===== config.mk =====
export PLATFORM = sky130hd
export DESIGN_NAME = cvsd_bit_sequencer
export DESIGN_NICKNAME = d
export VERILOG_FILES = /design/src/design/cvsd_pkg.sv /design/src/design/cvsd_bit_sequencer.sv
export SDC_FILE = /design/constraint.sdc
export NUM_CORES = 1
export LEC_CHECK = 0
export BUFFER_PORTS_ARGS = -buffer_cell sky130_fd_sc_hd__buf_2
export CAP_MARGIN = 20
export CORE_MARGIN = 5
export CORE_UTILIZATION = 59
export DETAILED_ROUTE_END_ITERATION = 12
export PLACE_DENSITY = 0.78
export SYNTH_ARGS = -nofsm -noshare
export SYNTH_HDL_FRONTEND = slang
export SYNTH_SLANG_ARGS = --single-unit
export TNS_END_PERCENT = 5

===== constraint.sdc =====
create_clock -name i_core_clk -period 3.1 [get_ports i_core_clk]
set_input_delay 0.31 -clock i_core_clk [delete_from_list [all_inputs] [get_ports i_core_clk]]
set_output_delay 0.31 -clock i_core_clk [all_outputs]
set_load 0.02 [all_outputs]

===== src/design/cvsd_pkg.sv =====
package cvsd_pkg;
    // Depth of the history shift register used for coincidence
    localparam int unsigned HIST_BITS = 3;
    localparam int unsigned FIFO_WIDTH = 1;
    localparam int unsigned FIFO_DEPTH = 16;
    // Pin inputs pass three synchroniser flip-flops, then a settle register
    localparam int unsigned SYNC_STAGES = 3;
    localparam logic [HIST_BITS-1:0] HIST_RESET = 3'h2;
    localparam logic [HIST_BITS-1:0] HIST_ALL_ONES = 3'h7;
    localparam logic [HIST_BITS-1:0] HIST_ALL_ZEROS = 3'h0;

    // Mode and bit pins as sampled at one falling bit-clock edge
    typedef struct packed {
        logic encode;
        logic comp_high;
        logic data_in;
    } bit_sample_s;

    typedef enum logic [1:0] {
        ST_IDLE = 2'h1,
        ST_RUN = 2'h2
    } seq_state_e;
endpackage : cvsd_pkg


===== src/design/cvsd_bit_sequencer.sv =====
// How it works
// RULE1: Encode high loads comparator result each falling edge
// RULE2: Encode low loads serial data input instead
// RULE3: Coincidence low when history all ones/zeros
// RULE4: Serial output changes only on falling edge
// RULE5: Encode output inverts analog-above-feedback comparison
// RULE6: Decode output is inverse of sampled data
// RULE7: Output looped to input toggles every clock
// RULE8: Slope polarity follows comparison or data bit
// RULE9: Bit clock equals serial bit rate
// RULE10: No input gives alternating one-zero output
// RULE11: Select low lets logic inject patterns
// RULE12: Shift in newest, drop oldest, then evaluate
`timescale 1ns/1ps

module cvsd_bit_fifo #(
    parameter int unsigned WIDTH = 1,
    parameter int unsigned DEPTH = 16
) (
    // Clock and reset
    input wire logic i_core_clk,
    input wire logic i_rst,
    // Fill side
    input wire logic i_valid,
    output logic o_ready,
    input wire logic [WIDTH-1:0] i_data,
    // Drain side
    output logic o_valid,
    input wire logic i_ready,
    output logic [WIDTH-1:0] o_data
);
    localparam int unsigned AW = (DEPTH > 1) ? $clog2(DEPTH) : 1;

    // Pointers wrap by overflow, so only powers of two are served
    if (WIDTH < 1 || DEPTH < 2 || (DEPTH & (DEPTH - 1)) != 0) begin : g_bad_fifo_shape
        $error("fifo depth must be a power of two of at least 2");
    end

    logic [WIDTH-1:0] mem [DEPTH];
    logic [AW-1:0] wr_ptr;
    logic [AW-1:0] rd_ptr;
    logic [AW:0] count;
    logic push;
    logic pop;

    assign o_ready = (count != (AW+1)'(DEPTH));
    assign o_valid = (count != '0);
    assign push = i_valid && o_ready;
    assign pop = o_valid && i_ready;
    assign o_data = mem[rd_ptr];

    always_ff @(posedge i_core_clk) begin
        if (push) begin
            mem[wr_ptr] <= i_data;
        end
    end

    always_ff @(posedge i_core_clk) begin
        if (i_rst) begin
            wr_ptr <= '0;
            rd_ptr <= '0;
            count <= '0;
        end else begin
            if (push) begin
                wr_ptr <= wr_ptr + AW'(1);
            end
            if (pop) begin
                rd_ptr <= rd_ptr + AW'(1);
            end
            if (push && !pop) begin
                count <= count + (AW+1)'(1);
            end else if (pop && !push) begin
                count <= count - (AW+1)'(1);
            end
        end
    end
endmodule : cvsd_bit_fifo

module cvsd_bit_sequencer #(
    parameter int unsigned FIFO_DEPTH = cvsd_pkg::FIFO_DEPTH
) (
    // Clock and reset
    input wire logic i_core_clk,
    input wire logic i_rst,
    // Codec pins, asynchronous to the core clock
    input wire logic i_bit_clk,
    input wire logic i_encode,
    input wire logic i_comp_high,
    input wire logic i_data_in,
    // Pin outputs
    output logic o_data_out,
    output logic o_coincidence_n,
    output logic o_slope_into,
    // Decoded bit stream towards the core
    output logic o_bit_valid,
    input wire logic i_bit_ready,
    output logic o_bit,
    output logic o_overflow
);
    localparam int unsigned SN = cvsd_pkg::SYNC_STAGES;
    localparam int unsigned HN = cvsd_pkg::HIST_BITS;

    if (FIFO_DEPTH < 2) begin : g_bad_depth
        $error("fifo depth too small");
    end

    // Three-stage synchronisers; the first stage feeds only the second
    logic [SN-1:0] sync_clk;
    logic [SN-1:0] sync_enc;
    logic [SN-1:0] sync_cmp;
    logic [SN-1:0] sync_din;

    always_ff @(posedge i_core_clk) begin
        if (i_rst) begin
            sync_clk <= '0;
            sync_enc <= '0;
            sync_cmp <= '0;
            sync_din <= '0;
        end else begin
            sync_clk <= {sync_clk[SN-2:0], i_bit_clk};
            sync_enc <= {sync_enc[SN-2:0], i_encode};
            sync_cmp <= {sync_cmp[SN-2:0], i_comp_high};
            sync_din <= {sync_din[SN-2:0], i_data_in};
        end
    end

    // Settled levels count once the second and third stages agree
    logic bclk;
    logic enc;
    logic cmp;
    logic din;

    always_ff @(posedge i_core_clk) begin
        if (i_rst) begin
            bclk <= 1'h0;
            enc <= 1'h0;
            cmp <= 1'h0;
            din <= 1'h0;
        end else begin
            if (sync_clk[SN-1] == sync_clk[SN-2]) begin
                bclk <= sync_clk[SN-1];
            end
            if (sync_enc[SN-1] == sync_enc[SN-2]) begin
                enc <= sync_enc[SN-1];
            end
            if (sync_cmp[SN-1] == sync_cmp[SN-2]) begin
                cmp <= sync_cmp[SN-1];
            end
            if (sync_din[SN-1] == sync_din[SN-2]) begin
                din <= sync_din[SN-1];
            end
        end
    end

    logic bclk_q;
    logic fall;
    cvsd_pkg::bit_sample_s smp;
    logic new_bit;

    always_ff @(posedge i_core_clk) begin
        if (i_rst) begin
            bclk_q <= 1'h0;
        end else begin
            bclk_q <= bclk;
        end
    end

    // One bit per bit-clock period; the channel clock sets the rate
    assign fall = bclk_q && !bclk; // RULE9
    assign smp = '{encode: enc, comp_high: cmp, data_in: din};
    // Comparator high means analog input above feedback
    assign new_bit = smp.encode ? smp.comp_high : smp.data_in; // RULE1 RULE2 RULE11

    // Sequencer leaves idle at the first falling edge; pins and queue update on every fall regardless of state
    cvsd_pkg::seq_state_e state;

    always_ff @(posedge i_core_clk) begin
        if (i_rst) begin
            state <= cvsd_pkg::ST_IDLE;
        end else begin
            case (state)
                cvsd_pkg::ST_IDLE: begin
                    if (fall) begin
                        state <= cvsd_pkg::ST_RUN;
                    end
                end
                cvsd_pkg::ST_RUN: begin
                    state <= cvsd_pkg::ST_RUN;
                end
                default: begin
                    state <= cvsd_pkg::ST_IDLE;
                end
            endcase
        end
    end

    logic [HN-1:0] hist;
    logic [HN-1:0] next_hist;

    assign next_hist = {hist[HN-2:0], new_bit}; // RULE12

    always_ff @(posedge i_core_clk) begin
        if (i_rst) begin
            hist <= cvsd_pkg::HIST_RESET;
            o_data_out <= 1'h1;
            o_slope_into <= 1'h0;
            o_coincidence_n <= 1'h1;
        end else if (fall) begin // RULE4
            hist <= next_hist; // RULE12
            // Output is the inverted sign; with a loop-back it toggles
            o_data_out <= ~new_bit; // RULE5 RULE6 RULE7 RULE10
            o_slope_into <= new_bit; // RULE8
            o_coincidence_n <= !((next_hist == cvsd_pkg::HIST_ALL_ONES) ||
                                 (next_hist == cvsd_pkg::HIST_ALL_ZEROS)); // RULE3
        end
    end

    // Every sampled bit is queued for the core; a full queue drops and flags
    logic push_ready;
    logic push_valid;

    assign push_valid = fall && (state != cvsd_pkg::ST_IDLE || fall);

    always_ff @(posedge i_core_clk) begin
        if (i_rst) begin
            o_overflow <= 1'h0;
        end else if (push_valid && !push_ready) begin
            o_overflow <= 1'h1;
        end
    end

    cvsd_bit_fifo #(
        .WIDTH(cvsd_pkg::FIFO_WIDTH),
        .DEPTH(FIFO_DEPTH)
    ) u_fifo (
        .i_core_clk(i_core_clk),
        .i_rst(i_rst),
        .i_valid(push_valid),
        .o_ready(push_ready),
        .i_data(new_bit),
        .o_valid(o_bit_valid),
        .i_ready(i_bit_ready),
        .o_data(o_bit)
    );
endmodule : cvsd_bit_sequencer


* Yosys cells after proc, flatten, opt, wreduce, memory -nomap -nowiden *
Memory sizes are Yosys's and may differ from the RTL's. A register that Yosys moved wholly into a read port is not among the register bits.
Cells that the tools add are included.

storage, ports and cells
  flip-flop bits (word level) = 38
  RAM bits = 16
  bits of input ports = 7
  output and inout bits = 6
  logic and storage cells = 60
  memories = 1

memories
  memory      depth  width  read ports  clocked after Yosys merged registers in  write ports  RTL line                  text
  u_fifo.mem  16     1      1           1                                        1            cvsd_bit_sequencer.sv:39  logic [WIDTH-1:0] mem [DEPTH];

cells by class
  $add $sub $neg = 4
  eq/ne operators = 10
  mux-type cells = 9
  bitwise gates (word level) = 1
  reductions and logical operators = 17

operators with widths
  kind                                                 number
  two-way mux 5 bit                                    2
  adder 4 x 1 -> 4 bit, second input constant          2
  two-way mux 4 bit                                    2
  logical AND 1 bit                                    7
  adder 5 x 1 -> 5 bit, second input constant          1
  zero test 1 bit                                      5
  != test 5 bit, second input constant                 1
  nonzero test 5 bit                                   1
  subtractor 5 x 1 -> 5 bit, second input constant     1
  equality test 1 bit                                  4
  case mux 2 bit (2 select lines)                      1
  equality test 3 bit, second input constant           1
  zero test 3 bit                                      1
  two-way mux 1 bit                                    3
  equality test 2 x 1 -> 1 bit, second input constant  1
  equality test 2 bit, second input constant           1
  logical OR 1 bit                                     2
  two-way mux 2 bit                                    1
  != test 2 x 1 -> 1 bit, second input constant        1
  != test 2 bit, second input constant                 1
  nonzero test 2 bit                                   1
  inverter 1 bit                                       1

* Depth between registers and ports, before layout *
  depth in word-level cells = 9
  gate-level depth with buffers = 10
  gate-level depth less buffers = 9

* Modules after synthesis *
A second synthesis with hierarchy kept.

unflattened totals
  cell total of the unflattened synthesis = 198
  area, all modules = 2,277.2 um^2

by module, submodules not included
  module              times used  cells an instance  area an instance (um^2)  seq. area each (um^2)
  cvsd_bit_fifo       1           132                1,581.5                  820.8
  cvsd_bit_sequencer  1           66                 695.7                    440.4

* Worst setup path after synthesis *
No wires, ideal clock.

  kind = register to register
  start = register u_fifo.count[0]
  end = register u_fifo.count[4]
  data arrival time = 2,434 ps
  required time = 2,977 ps
  slack = 543 ps
  cell stages (with the launch flop) = 10
  clock period less this slack = 2,557 ps
  cell sequence = dfxtp_1 > or4_4 > o21ai_4 > ha_1 > inv_1 > fa_1 > nand3_1 > a211oi_1 > a31oi_1 > mux2_1

between the ends
  word-level cells in the longest chain between the ends = 5

ends and longest elaborated chain
  element                                                            RTL line                  text
  start: declaration                                                 cvsd_bit_sequencer.sv:42  logic [AW:0] count;
  start signal: assignment                                           cvsd_bit_sequencer.sv:71  count <= count + (AW+1)'(1);
  start signal: assignment                                           cvsd_bit_sequencer.sv:73  count <= count - (AW+1)'(1);
  branches (longest 5 deep; another with subtractor 5 x 1 -> 5 bit)  -

Several ways; the timed one is not identified. The select of a mux whose other input is x is not followed.
A chain may end at the register's enable or synchronous reset.

* Worst setup path in the final report *
Ends and elaborated chain as after synthesis.

==> load_flow_metrics.sql <==
INSERT INTO impl_metrics (metric_group, metric, value, unit) VALUES
('die', 'num_rows', '22', ''),
('sta', 'grt_setup_unrepaired', 'no', ''),
('clocking', 'cts_hold_buf', '0', ''),
('clocking', 'cts_buffer_depth', '2', ''),
('yosys', 'synth_cells', '192', ''),
('final_layout', 'drive_gt1_share', '14.56', '%'),
('power_and_ir_drop', 'power.leakage', '0.0009728', 'µW'),
('final_layout', 'num-fill-cells', '272', ''),
('clocking', 'clock_tree_from_tritoncts', 'yes', ''),
('die', 'die_height', '71.54', 'µm'),
('global_route', 'globalRoute.totalOverflow', '0', ''),
('routing', 'route.final.wire_length', '3.655', 'mm'),
('die', 'chip_width', '71.54', 'µm'),
('sta', 'totalNegativeSetupSlack', '0', 'ns'),
('sta', 'max_freq', '354.8', 'MHz'),
('clocking', 'cts.clk_slew.worst_paths', '0.09', 'ns'),
('die', 'pin_count', '13', ''),
('global_route', 'grt_first_pass_wirelength', '6.410', 'mm'),
('global_route', 'global_route.usage.total', '15.86', '%'),
('yosys', 'synth.ff_latch_count', '55', ''),
('final_layout', 'register_area', '1261', 'µm²'),
('yosys', 'post_synth_num_cell_types', '36', ''),
('die', 'start_util', '61.04', '%'),
('clocking', 'clkLatencyLatePin', '0.30', 'ns'),
('die', 'design.core.area', '3661', 'µm²'),
('critical_path', 'worst_ep_arrival_time', '3.00', 'ns'),
('clocking', 'post_cts.repair.setup_buffers', '0', ''),
('critical_path', 'worst_setup_path_end_kind', 'flop', ''),
('yosys', 'synth-seq-area-share', '56.44', '%'),
('sta', 'worst_margin_pin_slew', '0.5992', 'ns'),
('sta', 'hold_viol_final', '0', ''),
('critical_path', 'critical_path.cell_chain', 'or4_4, o21ai_4, ha_1, inv_1, ha_1, a21oi_1, a211oi_1, a31oi_1, mux2_1', ''),
('clocking', 'htreeDepth', '2', ''),
('routing', 'vias_per_cell', '5.555', ''),
('clocking', 'tritoncts_num_sinks', '55', ''),
('final_layout', 'multiInputGateArea', '928.4', 'µm²'),
('critical_path', 'reg2reg_from', 'u_fifo.count[0]', ''),
('critical_path', 'worst_ep_required_time', '3.29', 'ns'),
('critical_path', 'crit_path_max_fanout', '5', ''),
('yosys', 'avgSynthCellArea', '11.64', 'µm²'),
('critical_path', 'criticalPathCategory', 'flop to flop', ''),
('job', 'maxCapViolCount', '0', ''),
('die', 'dieArea', '5118', 'µm²'),
('sta', 'finalClockSkew', '0.003788', 'ns'),
('final_layout', 'layout.cells.most_common_list', 'sky130_fd_sc_hd__dfxtp_1, sky130_fd_sc_hd__nor2b_1, sky130_fd_sc_hd__nor2_1, sky130_fd_sc_hd__edfxtp_1, sky130_fd_sc_hd__and3_1', ''),
('yosys', 'postSynthNetCount', '209', ''),
('global_route', 'vias_in_the_first_global_route', '1386', ''),
('power_and_ir_drop', 'power-per-cell-area', '644.6', 'nW/µm²'),
('final_layout', 'final_net_count', '222', ''),
('placed_design', 'detailedPlacementHpwl', '2.687', 'mm'),
('routing', 'wl_per_cell', '14.39', 'µm'),
('clocking', 'clockRootBuffer', 'sky130_fd_sc_hd__clkbuf_8', ''),
('routing', 'drtIter0Drc', '137', ''),
('critical_path', 'crit_path_start', 'u_fifo.count[0]', ''),
('final_layout', 'final_common_cell', 'sky130_fd_sc_hd__dfxtp_1', ''),
('worst_hold_path', 'worst_hold_start', 'i_bit_clk', ''),
('run_status', 'outcome', 'complete, no violations', ''),
('routing', 'via_count', '1411', ''),
('critical_path', 'setup.worst_path.start_class', 'flop', ''),
('sta', 'report.final.slew_viol_count', '0', ''),
('worst_hold_path', 'min_path_type', 'input pin to flop', ''),
('final_layout', 'area_delta_synth_final', '8.175', '%'),
('sta', 'worst_slew_margin_rel', '60.06', '%'),
('critical_path', 'critPathMostFrequentCell', 'sky130_fd_sc_hd__ha_1', ''),
('clocking', 'cts.repair.resized', '0', ''),
('placed_design', 'gpl.final_weighted_congestion', '0.8007', ''),
('clocking', 'tritoncts_buffers', '5', ''),
('critical_path', 'critPathSlowestCell', 'sky130_fd_sc_hd__or4_4', ''),
('global_route', 'grt_max_degree', '35', ''),
('global_route', 'grt_antenna_before_repair', '0', ''),
('sta', 'finalHoldWorstSlack', '0.2141', 'ns'),
('sta', 'post-route-period-util', '90.91', '%'),
('final_layout', 'num_antenna_cells', '0', ''),
('routing', 'drc_errors', '0', ''),
('yosys', 'mappedNetlistArea', '2235', 'µm²'),
('sta', 'setup_viol', '0', ''),
('power_and_ir_drop', 'ir_worst_vdd', '0.0003437', 'V'),
('critical_path', 'critical_path.max_stage_delay', '0.60', 'ns'),
('routing', 'final_antenna_net_count', '0', ''),
('sta', 'timing.final.crit_period', '2.818', 'ns'),
('routing', 'detail_route.first_pass.iterations', '4', ''),
('yosys', 'ys_warnings', '0', ''),
('placed_design', 'placement.io_buffers', '12', '');
-- state kept, by name (all words and copies together), names as in the netlist, named ones only --
signal	flops
sync_clk	3
enc	1
u_fifo.count	5
u_fifo.mem	16
sync_din	3
hist	2
u_fifo.rd_ptr	4
sync_cmp	3
o_coincidence_n	1
bclk	1
cmp	1
u_fifo.wr_ptr	4
sync_enc	3
o_data_out	1
o_overflow	1
bclk_q	1
din	1
-- where the power goes --
group          internal (µW)  leakage (µW)  switching (µW)
combinational            164      0.000466             177
sequential               780      0.000466            64.6
clock                    158     0.0000412             215
total                   1100      0.000973             456
-- logic make-up after synthesis --
family                     share of synthesized area (%)
AOI/OAI and AO/OA                                  8.119
xor gates and xnor gates                           2.744
adders and majority gates                          5.935
buffers and inverters                              2.016
DFF                                                56.44
muxes                                              7.335
and+or+nand+nor                                    17.41
-- through the flow --
stage | instances | util (%) | power (µW) | setup slack (ns) | cell area, µm²
after floorplan | 192 | - | 1122 | 0.5428 | 2235
after CTS | 254 | 66.03 | 1570 | 0.3186 | 2417
after detailed placement | 246 | 63.70 | 1203 | 0.3351 | 2332
final | 254 | 66.03 | 1558 | 0.2819 | 2417
after global routing | 254 | 66.03 | 1647 | 0.07902 | 2417
after global placement | 246 | 63.70 | 1180 | 0.4564 | 2332
-- synthesized netlist by cell type (all sizes together) --
library cell	number	area [µm²]
xnor2	3	26.28
nand2	10	37.54
fa	1	20.02
and4b	1	10.01
edfxtp	16	480.5
o211ai	2	20.02
a21oi	9	48.80
inv	6	22.52
nor4	2	18.77
mux2	1	11.26
mux4	5	112.6
nor2b	17	106.4
a311o	1	10.01
a31oi	2	12.51
clkbuf	6	22.52
dfxtp	39	780.8
ha	9	112.6
nor2	17	63.81
a21o	1	7.510
and2	1	6.260
a211oi	2	15.01
mux2i	4	40.04
o311ai	1	8.760
o21ai	5	36.29
or4	1	11.26
and3	15	93.84
o21a	3	22.52
nand2b	1	6.260
nand3	4	20.02
nor3	3	15.01
xor2	4	35.03
-- area by class of cell --
class,instances,share of cell area (%)
tap,48,2.484
clock buffer,6,3.002
timing repair buffer,12,2.484
inverter,6,0.9317
clock inverter,2,0.5176
multi-input combinational,125,38.41
sequential,55,52.17
-- critical path, delay by kind of cell, from the launching register on --
kind | cells | cell delay (ns)
adders and majority gates | 2 | 0.57
and+or+nand+nor | 1 | 0.60
AOI/OAI and AO/OA | 4 | 0.69
DFF | 1 | 0.38
muxes | 1 | 0.36
buffers and inverters | 1 | 0.12
-- metal layers --
layer / global-route usage, % / up-vias / share of wire [%]
met5: 0 / - / 0
met4: 5.010 / 0 / 1.6
met3: 4.628 / 9 / 4.5
met2: 26.33 / 33 / 49
met1: 20.00 / 666 / 45
li1: - / 703 / -
-- worst paths after layout --
path	slack, ns	depth (start not counted)	end
setup / recovery	0.28	9	u_fifo.count[4]
hold / removal	0.21	2	sync_clk[0]
setup reg to reg	0.28	9	u_fifo.count[4]
hold reg to reg	0.45	1	sync_cmp[1]
Note: power is estimated with default switching activity, not from simulation.
